==> config.mk <==
export PLATFORM = sky130hd
export DESIGN_NAME = mpf_pin_select
export DESIGN_NICKNAME = d
export VERILOG_FILES = /design/src/mpf_pkg.sv /design/src/mpf_pin_select.sv
export SDC_FILE = /design/constraint.sdc
export NUM_CORES = 1
export LEC_CHECK = 0
export BUFFER_PORTS_ARGS = -buffer_cell sky130_fd_sc_hd__buf_2
export CAP_MARGIN = 25
export CORE_ASPECT_RATIO = 2
export CORE_MARGIN = 2
export CORE_UTILIZATION = 34
export CTS_BUF_LIST = sky130_fd_sc_hd__clkbuf_8
export DETAILED_ROUTE_END_ITERATION = 10
export HOLD_SLACK_MARGIN = 0.03
export SYNTH_ARGS = -nofsm -noshare
export SYNTH_HDL_FRONTEND = slang
export SYNTH_SLANG_ARGS = --single-unit
==> constraint.sdc <==
create_clock -name clock_i -period 6.6 [get_ports clock_i]
set_input_delay 0.33 -clock clock_i [delete_from_list [all_inputs] [get_ports clock_i]]
set_output_delay 0.33 -clock clock_i [all_outputs]
set_load 0.05 [all_outputs]
==> src/mpf_pkg.sv <==
// Package for the miscellaneous pin function select block.
package mpf_pkg;

   // Register byte offsets.
   localparam logic [7:0] MPF_GPIO_DIR_OFS  = 8'h00;
   localparam logic [7:0] MPF_GPIO_DATA_OFS = 8'h04;
   localparam logic [7:0] MPF_GEN_CTRL_OFS  = 8'h08;
   localparam logic [7:0] MPF_STATUS_OFS    = 8'h0c;

   // Field layout of the general control register.
   localparam int MPF_PWR_FIELD_LSB = 20;
   localparam int MPF_PWR_FIELD_MSB = 22;

   // Power override codes that turn pin 1 into the override output.
   localparam logic [2:0] MPF_PWR_CODE_A = 3'h1;
   localparam logic [2:0] MPF_PWR_CODE_B = 3'h3;

   // Pin positions with a second function.
   localparam int MPF_PIN_CLOCK_RUN_PIN = 0;
   localparam int MPF_PIN_PWR    = 1;
   localparam int MPF_PIN_COMPAT = 2;
   localparam int MPF_PIN_SCL    = 4;
   localparam int MPF_PIN_SDA    = 5;

   // Reset values.
   localparam logic [7:0]  MPF_DIR_RST  = 8'h00;
   localparam logic [7:0]  MPF_DATA_RST = 8'h00;
   localparam logic [2:0]  MPF_PWR_RST  = 3'h0;

   // AXI responses.
   localparam logic [1:0] MPF_RESP_OKAY   = 2'h0;
   localparam logic [1:0] MPF_RESP_SLVERR = 2'h2;

   // Levels latched once at reset release.
   typedef struct packed {
      logic compat_mode;
      logic serial_bus;
      logic external_arbiter;
      logic clock_run;
   } mpf_strap_t;

   localparam mpf_strap_t MPF_STRAP_RST = '0;

endpackage

==> src/mpf_pin_select.sv <==
// Pin function select for the bridge's miscellaneous terminals.
//
// Overview of operation
// RULE1 - Clock-run support is off when the clock run strap is 0, on when 1.
// RULE2 - External arbiter strap 0 selects the internal arbiter, 1 an external one.
// RULE3 - Pin 0 is the clock run input in clock run mode, else a general pin.
// RULE4 - Each general pin n in GPIO mode takes its direction from bit n of the GPIO control register.
// RULE5 - Pin 1 is the power override output when field 22:20 is 001b or 011b.
// RULE6 - Pin 2 must be high at reset release to enable 1.0a compatibility mode.
// RULE7 - Pin 4 is the serial clock when a pull-up is seen on serial data, else GPIO.
// RULE8 - Pin 5 is serial data when a pull-up is seen on it, else GPIO.
// RULE9 - With an external arbiter, request 0 is the bridge's own grant.
// RULE10 - Straps and pull detection are latched at reset release and held until reset.
`timescale 1ns/100ps
module mpf_pin_select (
   // Clock and reset
   input  wire logic                clock_i,
   input  wire logic                rst_i,
   // AXI4-Lite write address and data
   input  wire logic                s_axi_awvalid_i,
   output logic                     s_axi_awready_o,
   input  wire logic [7:0]          s_axi_awaddr_i,
   input  wire logic                s_axi_wvalid_i,
   output logic                     s_axi_wready_o,
   input  wire logic [31:0]         s_axi_wdata_i,
   input  wire logic [3:0]          s_axi_wstrb_i,
   // AXI4-Lite write response
   output logic                     s_axi_bvalid_o,
   input  wire logic                s_axi_bready_i,
   output logic [1:0]               s_axi_bresp_o,
   // AXI4-Lite read
   input  wire logic                s_axi_arvalid_i,
   output logic                     s_axi_arready_o,
   input  wire logic [7:0]          s_axi_araddr_i,
   output logic                     s_axi_rvalid_o,
   input  wire logic                s_axi_rready_i,
   output logic [31:0]              s_axi_rdata_o,
   output logic [1:0]               s_axi_rresp_o,
   // Strap inputs
   input  wire logic                clock_run_strap_i,
   input  wire logic                external_arbiter_strap_i,
   // General-purpose pins, three signals each
   input  wire logic [7:0]          general_pin_i,
   output logic [7:0]               general_pin_o,
   output logic [7:0]               general_pin_oe_o,
   // Inner functions sharing the pins
   input  wire logic                power_override_value_i,
   input  wire logic                scl_drive_low_i,
   input  wire logic                sda_drive_low_i,
   output logic                     clock_run_pin_o,
   output logic                     scl_in_o,
   output logic                     sda_in_o,
   // Arbitration
   input  wire logic                request0_i,
   output logic                     arbiter_request0_o,
   output logic                     bridge_grant_o,
   // Latched modes
   output mpf_pkg::mpf_strap_t      modes_o
);
   import mpf_pkg::*;

   function automatic logic pwr_selected(input logic [2:0] code);
      return (code == MPF_PWR_CODE_A) || (code == MPF_PWR_CODE_B);
   endfunction

   // Latched straps.
   mpf_strap_t modes_reg, modes_next;
   logic       captured_reg, captured_next;

   // Registers.
   logic [7:0] dir_reg, dir_next;
   logic [7:0] data_reg, data_next;
   logic [2:0] pwr_reg, pwr_next;

   // Bus state.
   logic        aw_have_reg, aw_have_next;
   logic        w_have_reg, w_have_next;
   logic [7:0]  aw_addr_reg, aw_addr_next;
   logic [31:0] w_data_reg, w_data_next;
   logic [3:0]  w_strb_reg, w_strb_next;
   logic        awready_reg, awready_next;
   logic        wready_reg, wready_next;
   logic        bvalid_reg, bvalid_next;
   logic [1:0]  bresp_reg, bresp_next;
   logic        arready_reg, arready_next;
   logic        rvalid_reg, rvalid_next;
   logic [31:0] rdata_reg, rdata_next;
   logic [1:0]  rresp_reg, rresp_next;

   // Pin outputs.
   logic [7:0] pin_out_reg, pin_out_next;
   logic [7:0] pin_oe_reg, pin_oe_next;
   logic       clock_run_pin_reg, clock_run_pin_next;
   logic       scl_reg, scl_next;
   logic       sda_reg, sda_next;
   logic       req0_reg, req0_next;
   logic       grant_reg, grant_next;

   // Straps are caught on the first edge after release, with every pin
   // still undriven so that only the board's pull sets the level.
   always_comb begin
      modes_next    = modes_reg;
      captured_next = 1'b1;
      if (!captured_reg) begin
         modes_next.clock_run        = clock_run_strap_i;        // RULE1 RULE10
         modes_next.external_arbiter = external_arbiter_strap_i; // RULE2 RULE10
         modes_next.compat_mode = general_pin_i[MPF_PIN_COMPAT]; // RULE6
         modes_next.serial_bus  = general_pin_i[MPF_PIN_SDA];    // RULE7 RULE8
      end
   end

   always_ff @(posedge clock_i or posedge rst_i) begin
      if (rst_i) begin
         modes_reg    <= MPF_STRAP_RST;
         captured_reg <= 1'b0;
      end else begin
         modes_reg    <= modes_next;
         captured_reg <= captured_next;
      end
   end

   // Bus slave: one write and one read at a time, address and data
   // accepted in either order.
   always_comb begin
      logic [31:0] wmask;
      logic [31:0] gen_word;
      wmask        = '0;
      gen_word     = '0;
      dir_next     = dir_reg;
      data_next    = data_reg;
      pwr_next     = pwr_reg;
      aw_have_next = aw_have_reg;
      w_have_next  = w_have_reg;
      aw_addr_next = aw_addr_reg;
      w_data_next  = w_data_reg;
      w_strb_next  = w_strb_reg;
      bvalid_next  = bvalid_reg;
      bresp_next   = bresp_reg;
      rvalid_next  = rvalid_reg;
      rdata_next   = rdata_reg;
      rresp_next   = rresp_reg;
      if (bvalid_reg && s_axi_bready_i)
         bvalid_next = 1'b0;
      if (s_axi_awvalid_i && awready_reg) begin
         aw_have_next = 1'b1;
         aw_addr_next = s_axi_awaddr_i;
      end
      if (s_axi_wvalid_i && wready_reg) begin
         w_have_next = 1'b1;
         w_data_next = s_axi_wdata_i;
         w_strb_next = s_axi_wstrb_i;
      end
      if (aw_have_next && w_have_next && !bvalid_next) begin
         for (int i = 0; i < 4; i++)
            wmask[i*8 +: 8] = {8{w_strb_next[i]}};
         gen_word = {9'h000, pwr_reg, 20'h00000};
         gen_word = (gen_word & ~wmask) | (w_data_next & wmask);
         aw_have_next = 1'b0;
         w_have_next  = 1'b0;
         bvalid_next  = 1'b1;
         bresp_next   = MPF_RESP_OKAY;
         case ({aw_addr_next[7:2], 2'b00})
            MPF_GPIO_DIR_OFS:
               if (w_strb_next[0])
                  dir_next = w_data_next[7:0];
            MPF_GPIO_DATA_OFS:
               if (w_strb_next[0])
                  data_next = w_data_next[7:0];
            MPF_GEN_CTRL_OFS:
               pwr_next = gen_word[MPF_PWR_FIELD_MSB:MPF_PWR_FIELD_LSB];
            MPF_STATUS_OFS: ;
            default:
               bresp_next = MPF_RESP_SLVERR;
         endcase
      end
      if (rvalid_reg && s_axi_rready_i)
         rvalid_next = 1'b0;
      if (s_axi_arvalid_i && arready_reg) begin
         rvalid_next = 1'b1;
         rresp_next  = MPF_RESP_OKAY;
         case ({s_axi_araddr_i[7:2], 2'b00})
            MPF_GPIO_DIR_OFS:  rdata_next = {24'h000000, dir_reg};
            MPF_GPIO_DATA_OFS: rdata_next = {24'h000000, general_pin_i};
            MPF_GEN_CTRL_OFS:  rdata_next = {9'h000, pwr_reg, 20'h00000};
            MPF_STATUS_OFS:    rdata_next = {28'h0000000, modes_reg};
            default: begin
               rdata_next = '0;
               rresp_next = MPF_RESP_SLVERR;
            end
         endcase
      end
      awready_next = !aw_have_next && !bvalid_next;
      wready_next  = !w_have_next && !bvalid_next;
      arready_next = !rvalid_next;
   end

   always_ff @(posedge clock_i or posedge rst_i) begin
      if (rst_i) begin
         dir_reg     <= MPF_DIR_RST;
         data_reg    <= MPF_DATA_RST;
         pwr_reg     <= MPF_PWR_RST;
         aw_have_reg <= 1'b0;
         w_have_reg  <= 1'b0;
         aw_addr_reg <= '0;
         w_data_reg  <= '0;
         w_strb_reg  <= '0;
         awready_reg <= 1'b0;
         wready_reg  <= 1'b0;
         bvalid_reg  <= 1'b0;
         bresp_reg   <= MPF_RESP_OKAY;
         arready_reg <= 1'b0;
         rvalid_reg  <= 1'b0;
         rdata_reg   <= '0;
         rresp_reg   <= MPF_RESP_OKAY;
      end else begin
         dir_reg     <= dir_next;
         data_reg    <= data_next;
         pwr_reg     <= pwr_next;
         aw_have_reg <= aw_have_next;
         w_have_reg  <= w_have_next;
         aw_addr_reg <= aw_addr_next;
         w_data_reg  <= w_data_next;
         w_strb_reg  <= w_strb_next;
         awready_reg <= awready_next;
         wready_reg  <= wready_next;
         bvalid_reg  <= bvalid_next;
         bresp_reg   <= bresp_next;
         arready_reg <= arready_next;
         rvalid_reg  <= rvalid_next;
         rdata_reg   <= rdata_next;
         rresp_reg   <= rresp_next;
      end
   end

   // Pin function selection. Nothing drives a pin before the straps are
   // latched, otherwise the device would sample its own drive.
   always_comb begin
      pin_out_next = data_reg;
      pin_oe_next  = captured_reg ? dir_reg : '0;                // RULE4
      if (modes_reg.clock_run) begin
         pin_oe_next[MPF_PIN_CLOCK_RUN_PIN] = 1'b0;                     // RULE3
      end
      if (pwr_selected(pwr_reg) && captured_reg) begin
         pin_out_next[MPF_PIN_PWR] = power_override_value_i;     // RULE5
         pin_oe_next[MPF_PIN_PWR]  = 1'b1;                       // RULE5
      end
      if (modes_reg.serial_bus) begin
         pin_out_next[MPF_PIN_SCL] = 1'b0;                       // RULE7
         pin_oe_next[MPF_PIN_SCL]  = scl_drive_low_i;            // RULE7
         pin_out_next[MPF_PIN_SDA] = 1'b0;                       // RULE8
         pin_oe_next[MPF_PIN_SDA]  = sda_drive_low_i;            // RULE8
      end
      // Idle high is the deasserted clock run level.
      clock_run_pin_next = modes_reg.clock_run ?
                    general_pin_i[MPF_PIN_CLOCK_RUN_PIN] : 1'b1;        // RULE3
      scl_next = modes_reg.serial_bus ?
                 general_pin_i[MPF_PIN_SCL] : 1'b1;
      sda_next = modes_reg.serial_bus ?
                 general_pin_i[MPF_PIN_SDA] : 1'b1;
      req0_next  = modes_reg.external_arbiter ? 1'b0 : request0_i; // RULE9
      grant_next = modes_reg.external_arbiter ? request0_i : 1'b0; // RULE9
   end

   always_ff @(posedge clock_i or posedge rst_i) begin
      if (rst_i) begin
         pin_out_reg <= '0;
         pin_oe_reg  <= '0;
         clock_run_pin_reg  <= 1'b1;
         scl_reg     <= 1'b1;
         sda_reg     <= 1'b1;
         req0_reg    <= 1'b0;
         grant_reg   <= 1'b0;
      end else begin
         pin_out_reg <= pin_out_next;
         pin_oe_reg  <= pin_oe_next;
         clock_run_pin_reg  <= clock_run_pin_next;
         scl_reg     <= scl_next;
         sda_reg     <= sda_next;
         req0_reg    <= req0_next;
         grant_reg   <= grant_next;
      end
   end

   assign s_axi_awready_o    = awready_reg;
   assign s_axi_wready_o     = wready_reg;
   assign s_axi_bvalid_o     = bvalid_reg;
   assign s_axi_bresp_o      = bresp_reg;
   assign s_axi_arready_o    = arready_reg;
   assign s_axi_rvalid_o     = rvalid_reg;
   assign s_axi_rdata_o      = rdata_reg;
   assign s_axi_rresp_o      = rresp_reg;
   assign general_pin_o      = pin_out_reg;
   assign general_pin_oe_o   = pin_oe_reg;
   assign clock_run_pin_o    = clock_run_pin_reg;
   assign scl_in_o           = scl_reg;
   assign sda_in_o           = sda_reg;
   assign arbiter_request0_o = req0_reg;
   assign bridge_grant_o     = grant_reg;
   assign modes_o            = modes_reg;
endmodule // mpf_pin_select

* Word level (Yosys, flattened, before mapping)
Cells that the tools add are included.
** Cells by class
- Bitwise operators :: 4
- Reduce and logical (&&, ||, !) cells :: 23
- Muxes and demuxes :: 25
- Eq/ne operators :: 8
** Operator list (number)
- $pmux 23 s4 :: 1
- $and 23x23->23 :: 2
- $mux 32 :: 1
- $eq 6x2->1 const B :: 4
- $not 23->23 :: 1
- $or 23x23->23 :: 1
- $mux 1 :: 16
- $mux 8 :: 2
- $eq 6x1->1 const B :: 2
- $logic_not 6->1 :: 2
- $logic_and 1x1->1 :: 10
- $mux 2 :: 4
- $reduce_or 4->1 :: 2
- $reduce_and 3->1 :: 2
- $logic_not 1->1 :: 5
- $mux 4 :: 1
- $eq 3x1->1 const B :: 1
- $eq 3x2->1 const B :: 1
- $reduce_and 2->1 :: 1
- $logic_or 1x1->1 :: 1
** Storage, ports and cells
- Output and inout bits :: 66
- Bits of input ports :: 73
- Register bits :: 132
- Logic and storage cells :: 89

* Longest topological paths before layout
Gate-level depths: netlist of the first run.
- Word-level depth :: 7
- Depth in mapped cells :: 6
- Mapped depth without buffers :: 5

* Least setup slack after synthesis of the first run
Ideal clock, no wire load.
- Path kind :: register to register
- Start :: register awready_reg, in the netlist s_axi_awready_o
- End :: register dir_reg[0]
- Setup time :: 125 ps
- Buffers on the path :: 1
- Stages on the path, launching flop included :: 6
- Clock period less this slack :: 2360 ps
- Data required time :: 6475 ps
- Arrival time :: 2235 ps
- Path slack :: 4240 ps
- Cells stage by stage :: dfrtp_1 -> nand2_1 -> mux2_4 -> or4b_4 -> buf_6 -> mux2_4
** On the way
- Elaborated cells between the ends (all ways) :: 7
- Classes of those cells :: 2 x mux; 5 x reduce/logical
** RTL lines
- from (decl) :: line mpf_pin_select.sv:81 : logic awready_reg, awready_next;
- from (signal assigned) :: line mpf_pin_select.sv:224 : awready_reg <= awready_next;
- $logic_and 1x1->1 :: line mpf_pin_select.sv:144 : if (s_axi_awvalid_i && awready_reg) begin
- $mux 8 :: line mpf_pin_select.sv:144
- named net aw_addr_next[3] :: line mpf_pin_select.sv:78 : logic [7:0] aw_addr_reg, aw_addr_next;
- $logic_not 6->1 :: line mpf_pin_select.sv:162 : case ({aw_addr_next[7:2], 2'b00})
- $reduce_and 3->1 (no source line)
- to (signal assigned) :: line mpf_pin_select.sv:216 : dir_reg <= dir_next;
- to (decl) :: line mpf_pin_select.sv:71 : logic [7:0] dir_reg, dir_next;
The timed path passes the listed nets, and every way through them passes these cells.
A chain may end at the register's enable or synchronous reset.

* Worst setup path in the final report of the first run
- Start :: register wready_reg, in the netlist s_axi_wready_o
- End :: register dir_reg[5]
** On the way
- Elaborated cells between the ends (all ways) :: 7
- Classes of those cells :: 3 x mux; 4 x reduce/logical
** RTL lines
- from (decl) :: line mpf_pin_select.sv:82 : logic wready_reg, wready_next;
- from (signal assigned) :: line mpf_pin_select.sv:225 : wready_reg <= wready_next;
- $logic_and 1x1->1 :: line mpf_pin_select.sv:148 : if (s_axi_wvalid_i && wready_reg) begin
- $mux 4 :: line mpf_pin_select.sv:148
- named net w_strb_next[0] :: line mpf_pin_select.sv:80 : logic [3:0] w_strb_reg, w_strb_next;
- $reduce_and 3->1 (no source line)
The timed path passes the listed nets, and every way through them passes these cells.

==> results of run 1 <==
## layout make-up
cell class                      instances  share of cell area, %
Tap cell                              132                  3.982
Multi-Input combinational cell        148                  27.21
Clock buffer                           11                  3.650
Sequential cell                        84                  50.77
Inverter                                3                 0.3017
Clock inverter                          5                  2.383
Timing Repair Buffer                   91                  11.70
## layout by cell type (no fill, tap or decap), types with 3 or more instances in the layout
cell	netlist	layout
a21oi_1	3	3
a22o_1	9	9
and2_1	5	5
buf_2	1	88
bufinv_16	0	3
clkbuf_8	0	11
conb_1	2	24
dfrtp_1	81	81
dfstp_2	3	3
inv_1	3	3
mux2_2	32	32
mux2_4	9	9
mux2i_1	8	8
nand2_1	10	10
nand2b_1	3	3
nand3_1	5	5
nor2_1	8	8
nor2b_1	8	8
o21ai_0	8	8
## cell families after synthesis
family | count (synthesis)
simple gates | 49
buf+inv | 33
flops | 84
other cells | 2
compound gates | 24
mux | 51
## power by group through the flow
stage	Sequential, mW	Combinational (mW)	Clock (mW)
global placement	0.722	0.461	0
floorplan	0.846	0.242	0
CTS	0.716	0.469	0.463
finish	0.715	0.465	0.449
detailed placement	0.726	0.469	0
global route	0.733	0.500	0.484
## metrics by stage
stage,utilization (%),hold WS (ns)
detailed placement,39.80,0.3596
CTS,42.38,0.1582
finish,42.76,0.1823
global route,42.76,0.1774
global placement,39.80,0.3530
floorplan,-,0.3471
## layer usage
metal  up-vias  global-route usage (%)  wire length, µm
li1        974                       -                -
met1      1035                   13.41             2396
met2        72                   23.20             3738
met3        14                   3.393              361
met4         0                   8.741              248
met5         -                       0                0
## final timing paths
kind	depth (start not counted)	to	start	slack [ns]
worst max register to register	4	dir_reg[5]	s_axi_wready_o	4.40
worst max-delay path	4	dir_reg[5]	s_axi_wready_o	4.40
max in group asynchronous	5	sda_in_o	rst_i	5.46
worst min-delay path	2	clock_run_pin_o	general_pin_i[0]	0.18
worst min register to register	0	general_pin_o[0]	data_reg[0]	0.37
min in group asynchronous	4	s_axi_rdata_o[20]	rst_i	0.50
==> summary.txt, run 1 <==
Outcome
  – Status: finished clean

GRT
  – Vias in the first global route: 2077
  – Largest net degree at the start of global routing: 85
  – All-layer global routing usage: 13.27%
  – First-pass GRT wire length: 10320 µm
  – Grt ovf: 0
  – Antenna violations before repair: 0

Drt
  – Via count: 2095
  – Pre-Repair DR Iteration Count: 4
  – Vias per std cell: 4.420
  – Antenna Violating Nets Remaining: 0
  – Drt drc: 0
  – Per-cell routed wire length: 14.23 µm
  – Initial DRC count: 80
  – Total Wirelength: 6745 µm

Die
  – Row cnt: 51
  – IO Pins: 139
  – DIE AREA: 10770 µm²
  – Starting density of the core: 34.75%
  – Die Width: 74.41 µm
  – Die height: 144.8 µm
  – Core Region: 9699 µm²

STA
  – Minimum clock period: 2.204 ns
  – Slew HR: 51.96%
  – Worst clock skew: 0.009252 ns
  – Final WS setup: 4.396 ns
  – Unrepaired setup endpoints after global routing: no
  – Max Fclk: 0.4536 GHz
  – Slew @ Worst Pin: 0.7106 ns
  – Final setup fails: 0
  – Setup TNS: 0 ns
  – Period utilization: 33.40%
  – Fin. Hold Viols: 0
  – Pins over their slew limit: 0

Power and ir drop
  – Int Pwr: 1.090 mW
  – Clk pwr share: 27.6%
  – Switching Power: 539.2 µW
  – Max IR drop VDD: 0.2615 mV
  – Switching fraction of total power: 33.10%
  – P per Cell Area: 392.7 nW/µm²
  – Comb power frac: 28.6%
  – Final Power: 1.629 mW
  – Sequential share of power: 43.9%
  – Static leakage: 2.139 nW

Yosys
  – Post-Synth XOR/XNOR Area: 0%
  – Yosys cell types: 34
  – Post-synthesis compound-gate area fraction: 4.788%
  – Ys Warns: 0
  – Leading area contributor after synthesis: dfrtp_1
  – Number of synthesized register bits: 84
  – Top-area cell type share of the netlist area: 60.13%
  – Synthesized area: 3371 µm²
  – Sequential share of the synthesized area: 62.47%
  – EDFF count, synth: 0
  – Top FF cell, synth: dfrtp_1
  – Count leader, synth: dfrtp_1
  – Top cells by area, synth: dfrtp_1, mux2_2, buf_4, mux2_4, mux2i_1
  – Top post-synthesis cells by count: dfrtp_1, mux2_2, buf_4
  – Syn Area/Cell: 13.87 µm²
  – Adder-Cell Fraction of Synth Area: 0%
  – Post-Syn Instances: 243
  – Mux cell area share after synthesis: 17.74%
  – Async S/R FF share, synth: 100.0%
  – Largest family of logic cells by synthesized area: multiplexers
  – Simple-gate share of the synthesized area: 8.278%

Layout
  – Layout cells sized above 1: 44.44%
  – Area delta synth->final: 23.05%
  – Multi-input logic area: 1129 µm²
  – Fin cells: 474
  – Fin area: 4148 µm²
  – Layout net count: 410
  – Register area: 2106 µm²
  – # diodes: 0
  – Fill count: 964

Clocking
  – Post-CTS Hold Buffers: 0
  – Postcts setup bufs: 0
  – # resized after CTS: 0
  – Num CTS Buffers: 9
  – CTS H-tree depth: 3
  – CTS clk-pin slew, worst paths: 0.08 ns
  – Clk buf depth: 2
  – CTS sink count: 84
  – Worst skew pair latency: 0.36 ns
  – CTS root buffer: clkbuf_8
  – CTS tree: yes

Setup path
  – Maximum fanout along the worst path: 13
  – Slowest cell delay on critical path: 0.58 ns
  – Crit-path leading delay family: simple AND/OR/NAND/NOR gates
  – CP endpoint kind: flip-flop
  – Crit path buf inv count: 0
  – CP Data Required Time: 6.84 ns
  – Critical Setup Path Class: reg2reg
  – Sequence of cells on the critical path: nand2_1, mux2_2, or4b_4, mux2_4
  – Slowest-stage cell, CP: or4b_4
  – Crit path DAT: 2.45 ns
  – Startpoint Class: flip-flop

Place
  – I/O Buffers: 88
  – DP Area: 3860 µm²
  – Dpl cells: 456
  – Pre-CTS WS: 4.296 ns
  – Placer Congestion: 0.7232
  – Post-DP HPWL: 5031 µm

Worst hold path
  – Hold Crit Class: in2reg

Flow run
  – Max Cap Viol: 0
(Power assumes the default switching activity.)
==> run 2: changes to the inputs <==
==> constraint.sdc (replaced) <==
create_clock -name clock_i -period 2.1 [get_ports clock_i]
set_input_delay 0.105 -clock clock_i [delete_from_list [all_inputs] [get_ports clock_i]]
set_output_delay 0.105 -clock clock_i [all_outputs]
set_load 0.05 [all_outputs]
==> summary.txt, run 2 (synthesis results as in run 1) <==
Outcome
  – Status: finished clean

Layout
  – Layout net count: 446 (+8.8%)
  – Commonest non-fill, non-tap cell in the layout: buf_2
  – Fill count: 957 (-0.73%)
  – Area delta synth->final: 33.37%
  – Fin area: 4496 µm² (+8.4%)
  – # diodes: 0 (unchanged)
  – Most frequent cells in the layout: buf_2, dfrtp_1, mux2_2, dlygate4sd3_1, conb_1
  – Layout cells sized above 1: 43.65% (-0.79 points)

Setup path
  – Maximum fanout along the worst path: 8 (-5)
  – Critical Setup Path Class: reg2reg
  – R2R Path End: dir_reg[7]
  – Startpoint Class: flip-flop
  – Crit path to: dir_reg[7]
  – Crit path DAT: 2.26 ns (-0.19 ns)
  – CP startpoint: s_axi_bvalid_o
  – CP Data Required Time: 2.33 ns (-4.51 ns)
  – Reg2reg path depth: 5 (+1)
  – CP endpoint kind: flip-flop
  – R2r startpoint: s_axi_bvalid_o
  – Register-to-register setup slack: 0.08 ns (-4.32 ns)

Die
  – Die height: 144.8 µm (unchanged)
  – Die Width: 74.41 µm (unchanged)
  – Core Region: 9699 µm² (unchanged)
  – DIE AREA: 10770 µm² (unchanged)
  – IO Pins: 139 (unchanged)
  – Starting density of the core: 34.75% (unchanged)
  – Row cnt: 51 (unchanged)

Place
  – Placer Congestion: 0.7350 (+1.6%)
  – DP Area: 3945 µm² (+2.2%)
  – Post-DP HPWL: 5248 µm (+4.3%)
  – Pre-CTS WS: 0.09757 ns (-4.198 ns)
  – I/O Buffers: 88 (unchanged)

Power and ir drop
  – Switching fraction of total power: 33.81% (+0.71 points)
  – Sequential share of power: 45.0% (+1.1 points)
  – Static leakage: 2.268 nW (+6.1%)
  – Max IR drop VDD: 0.6093 mV (+130%)
  – Int Pwr: 3.330 mW (+210%)
  – Clk pwr share: 24.5% (-3.1 points)
  – P per Cell Area: 1119 nW/µm² (+180%)
  – Comb power frac: 30.5% (+1.9 points)
  – Switching Power: 1.701 mW (+220%)

Clocking
  – Clk buf depth: 2 (unchanged)
  – Worst skew pair latency: 0.35 ns (about the same)
  – CTS root buffer: clkbuf_8
  – CTS tree: yes
  – Num CTS Buffers: 9 (unchanged)
  – CTS clk-pin slew, worst paths: 0.08 ns (about the same)
  – CTS H-tree depth: 3 (unchanged)
  – Postcts setup bufs: 0 (unchanged)
  – CTS sink count: 84 (unchanged)

STA
  – Final WS setup: 0.07850 ns (-4.317 ns)
  – Worst clock skew: 0.007369 ns (-0.001883 ns)
  – Pins over their slew limit: 0 (unchanged)
  – Final setup fails: 0 (unchanged)
  – Slew @ Worst Pin: 0.5987 ns (-0.1120 ns)
  – Minimum clock period: 2.021 ns (-0.1829 ns)
  – Max Fclk: 0.4947 GHz (+9.0%)
  – Fin. Hold Viols: 0 (unchanged)
  – Slew HR: 60.00% (+8.0 points)
  – Unrepaired setup endpoints after global routing: no
  – Period utilization: 96.26% (+63 points)

Drt
  – Pre-Repair DR Iteration Count: 4 (unchanged)
  – Initial DRC count: 63 (-21%)
  – Vias per std cell: 4.394 (-0.58%)
  – Per-cell routed wire length: 13.63 µm (-4.2%)
  – Antenna Violating Nets Remaining: 0 (unchanged)
  – Drt drc: 0 (unchanged)
  – Total Wirelength: 6949 µm (+3.0%)
  – Via count: 2241 (+7.0%)

GRT
  – Antenna violations before repair: 0 (unchanged)
  – All-layer global routing usage: 14.13% (+0.86 points)
  – First-pass GRT wire length: 11230 µm (+8.8%)
  – Grt ovf: 0 (unchanged)
  – Largest net degree at the start of global routing: 40 (-53%)
  – Vias in the first global route: 2309 (+11%)

Worst hold path
  – Hold Crit Class: in2reg
  – Hold Path Cell Cnt: 2 (unchanged)

Flow run
  – Max Cap Viol: 0 (unchanged)
[run 2: changes by cell type in the layout (fill, tap and decap cells not counted), moves of 2 or more]
| cell | before | now |
|---|---|---|
| buf_4 | 1 | 7 |
| bufinv_16 | 3 | 1 |
| clkbuf_8 | 11 | 13 |
| clkinvlp_4 | 0 | 2 |
| dfrtp_1 | 81 | 78 |
| dfrtp_2 | 0 | 3 |
| dlygate4sd3_1 | 1 | 32 |
[run 2: layer usage]
layer	vias to the layer above	global-route usage [%]	routed length (µm)
li1	1047	-	-
met1	1100	15.23	2538
met2	80	24.45	3821
met3	14	3.878	378
met4	0	7.425	210
met5	-	0	0
[run 2: worst max-delay path, stage by stage (launching register included)]
cell and delay [ns]:
dfrtp_2 0.40, nor2b_4 0.13, or2_1 0.22, a21o_1 0.17, or4b_4 0.65, mux2_4 0.33
[run 2: cell type report]
type | instances | area, µm² | share of cell area, %
Clock inverter | 3 | 42.54 | 0.9463
Multi-Input combinational cell | 148 | 1156 | 25.72
Timing Repair Buffer | 127 | 828.3 | 18.42
Clock buffer | 13 | 178.9 | 3.980
Sequential cell | 84 | 2110 | 46.92
Inverter | 3 | 15.01 | 0.3340
Tap cell | 132 | 165.2 | 3.674
[run 2: worst min path at each step]
| stage | start | end | slack (ns) |
|---|---|---|---|
| after global placement | rst_i | w_strb_reg[2] | 0.20 |
| after detailed placement | rst_i | w_data_reg[21] | 0.21 |
| final | s_axi_awaddr_i[2] | aw_addr_reg[2] | 0.05 |
| after floorplan | general_pin_i[0] | clock_run_pin_o | 0.22 |
| after global routing | s_axi_awaddr_i[2] | aw_addr_reg[2] | 0.04 |
| after CTS | s_axi_awaddr_i[2] | aw_addr_reg[2] | 0.03 |
[run 2: metrics by stage]
step	util, %	hold WS, ns	setup TNS, ns	power (mW)	cells
finish	46.35	0.04965	0	5.030	510
global placement	40.67	0.2016	0	3.762	463
floorplan	-	0.2150	-0.2862	3.442	265
global route	46.35	0.03536	0	5.330	510
detailed placement	40.67	0.2113	0	3.802	463
CTS	46.26	0.03267	0	5.097	511
[run 2: power groups by stage]
| stage | Combinational, mW | Sequential (mW) | Clock (mW) |
|---|---|---|---|
| after floorplan | 0.770 | 2.67 | 0 |
| after global placement | 1.48 | 2.28 | 0 |
| after detailed placement | 1.51 | 2.29 | 0 |
| after CTS | 1.56 | 2.26 | 1.27 |
| after global routing | 1.67 | 2.32 | 1.33 |
| final | 1.54 | 2.26 | 1.23 |
[run 2: timing repair]
item | CTS | global route
hold endpoints to repair | 59 | 0
hold buffers | 32 | 0
endpoints found under the setup margin | 0 | 18
gates resized for setup | 0 | 2
==> run 3: changes to the inputs <==
--- a/config.mk
+++ b/config.mk
@@ -9,7 +9,7 @@
 export CAP_MARGIN = 25
 export CORE_ASPECT_RATIO = 2
 export CORE_MARGIN = 2
-export CORE_UTILIZATION = 34
+export CORE_UTILIZATION = 25
 export CTS_BUF_LIST = sky130_fd_sc_hd__clkbuf_8
 export DETAILED_ROUTE_END_ITERATION = 10
 export HOLD_SLACK_MARGIN = 0.03
==> constraint.sdc (replaced) <==
create_clock -name clock_i -period 2.6 [get_ports clock_i]
set_input_delay 0.13 -clock clock_i [delete_from_list [all_inputs] [get_ports clock_i]]
set_output_delay 0.13 -clock clock_i [all_outputs]
set_load 0.05 [all_outputs]
==> summary.txt, run 3 (synthesis results as in run 1) <==
Outcome
  – Status: finished clean

Clocking
  – CTS root buffer: clkbuf_8
  – Clk buf depth: 2 (unchanged)
  – Worst skew pair latency: 0.35 ns (about the same)
  – Num CTS Buffers: 9 (unchanged)
  – CTS clk-pin slew, worst paths: 0.09 ns (about the same)
  – CTS tree: yes
  – CTS H-tree depth: 3 (unchanged)
  – CTS sink count: 84 (unchanged)
  – Postcts setup bufs: 0 (unchanged)

Drt
  – Routed met3 length: 523 µm (+38%)
  – Per-cell routed wire length: 13.10 µm (-3.9%)
  – Drt drc: 0 (unchanged)
  – Via count: 2123 (-5.3%)
  – Pre-Repair DR Iteration Count: 4 (unchanged)
  – M1 WL: 3271 µm (+29%)
  – Initial DRC count: 105 (+67%)
  – Total Wirelength: 6810 µm (-2.0%)
  – Top routing layer used: met4
  – Vias per std cell: 4.083 (-7.1%)
  – Met2 wire length: 2883 µm (-25%)
  – Antenna Violating Nets Remaining: 0 (unchanged)

Layout
  – Layout net count: 433 (-2.9%)
  – Fin cells: 520 (+2.0%)
  – Layout cells sized above 1: 41.92% (-1.7 points)
  – Most frequent cells in the layout: buf_2, dfrtp_1, mux2_2, conb_1, dlygate4sd3_1
  – Area delta synth->final: 29.32%
  – Commonest non-fill, non-tap cell in the layout: buf_2
  – # diodes: 0 (unchanged)

Setup path
  – Slowest-stage cell, CP: or4b_4
  – Register-to-register setup slack: 0.45 ns (+0.37 ns)
  – Crit path buf inv count: 2 (+2)
  – CP endpoint kind: flip-flop
  – Maximum fanout along the worst path: 8 (unchanged)
  – Startpoint Class: input port
  – Critical Setup Path Class: in2reg
  – Crit path DAT: 2.40 ns (+0.14 ns)
  – Crit-path leading delay family: simple AND/OR/NAND/NOR gates
  – CP Data Required Time: 2.83 ns (+0.50 ns)
  – Slowest cell delay on critical path: 0.66 ns (about the same)
  – Sequence of cells on the critical path: dlygate4sd3_1, buf_2, nor4_2, nand3_1, a21o_1, or4b_4, mux2_4

GRT
  – Vias in the first global route: 2114 (-8.4%)
  – Largest net degree at the start of global routing: 39 (-2.5%)
  – Grt ovf: 0 (unchanged)
  – All-layer global routing usage: 9.658% (-4.5 points)
  – First-pass GRT wire length: 10830 µm (-3.6%)
  – Antenna violations before repair: 0 (unchanged)

STA
  – Final setup fails: 0 (unchanged)
  – Worst clock skew: 0.01068 ns (+0.003311 ns)
  – Fin. Hold Viols: 0 (unchanged)
  – Unrepaired setup endpoints after global routing: no
  – Slew HR: 56.87% (-3.1 points)
  – Period utilization: 83.41%
  – Minimum clock period: 2.169 ns
  – Setup TNS: 0 ns (unchanged)
  – Max Fclk: 0.4611 GHz
  – Slew @ Worst Pin: 0.6463 ns (+0.04759 ns)
  – Pins over their slew limit: 0 (unchanged)

Die
  – Die Width: 86.11 µm (+16%)
  – Starting density of the core: 25.37% (-9.4 points)
  – DIE AREA: 14480 µm² (+34%)
  – Row cnt: 60 (+18%)
  – Die height: 168.2 µm (+16%)
  – IO Pins: 139 (unchanged)
  – Core Region: 13290 µm² (+37%)

Flow run
  – Max Cap Viol: 0 (unchanged)

Place
  – Post-DP HPWL: 4782 µm (-8.9%)
  – Placer Congestion: 0.7424 (+1.0%)
  – I/O Buffers: 88 (unchanged)
  – Dpl cells: 481 (+3.9%)

Power and ir drop
  – Comb power frac: 29.7% (-0.8 points)
  – Static leakage: 2.207 nW (-2.7%)
  – Switching Power: 1.382 mW (-19%)
  – Sequential share of power: 44.7% (-0.3 points)
  – Max IR drop VDD: 0.8013 mV (+32%)
  – P per Cell Area: 929.6 nW/µm² (-17%)
  – Int Pwr: 2.670 mW (-20%)
  – Clk pwr share: 25.6% (+1.1 points)
  – Switching fraction of total power: 34.11% (+0.30 points)

Worst hold path
  – Hold Crit Class: in2reg
run 3: metal layers:
metal / up-vias / global-route usage, %
met5: - / 0
met4: 0 / 4.762
met3: 12 / 2.255
met2: 97 / 13.85
met1: 992 / 13.52
li1: 1022 / -
run 3: area by class of cell:
| cell class | count | area (µm²) |
|---|---|---|
| fill | 1333 | 8929 |
| sequential | 84 | 2106 |
| multi-input combinational | 148 | 1129 |
| timing repair buffer | 114 | 693.2 |
| tap | 155 | 193.9 |
| clock buffer | 10 | 137.6 |
| clock inverter | 6 | 87.58 |
| inverter | 3 | 12.51 |
run 3: worst reg2reg max path: stages, from the launching register on:
cell and delay, ns:
dfrtp_1 0.41, nand2_1 0.26, mux2_2 0.42, or4b_4 0.60, mux2_4 0.33
run 3: final timing paths:
kind | startpoint | endpoint | cells after the start
max | s_axi_awaddr_i[6] | dir_reg[6] | 7
max reg2reg | s_axi_awready_o | dir_reg[6] | 4
min reg2reg | data_reg[7] | general_pin_o[7] | 0
min in group asynchronous | rst_i | w_data_reg[1] | 3
min | s_axi_wdata_i[20] | w_data_reg[20] | 2
max in group asynchronous | rst_i | w_data_reg[6] | 4
run 3: power by group through the flow:
| stage | Clock (mW) | Sequential, mW | Combinational [mW] |
|---|---|---|---|
| 4_1_cts | 1.07 | 1.82 | 1.22 |
| 5_1_grt | 1.13 | 1.86 | 1.30 |
| 3_5_place_dp | 0 | 1.84 | 1.19 |
| 2_1_floorplan | 0 | 2.15 | 0.614 |
| 3_3_place_gp | 0 | 1.83 | 1.17 |
| 6_report | 1.04 | 1.81 | 1.20 |
run 3: through the flow:
stage	power (mW)	setup slack, ns	cell area, µm²	util [%]	hold WS, ns
after global routing	4.292	0.3402	4359	32.81	0.04075
after floorplan	2.762	0.2401	3453	-	0.2400
after global placement	3.003	0.4797	3904	29.38	0.2455
after detailed placement	3.023	0.4693	3904	29.38	0.2518
after CTS	4.103	0.4439	4359	32.81	0.03590
final	4.052	0.4313	4359	32.81	0.04020
run 3: timing repair:
item	in CTS	in global routing
hold buffers	23	0
hold endpoints to repair	58	0
gates resized for setup	0	0
endpoints found under the setup margin	0	0
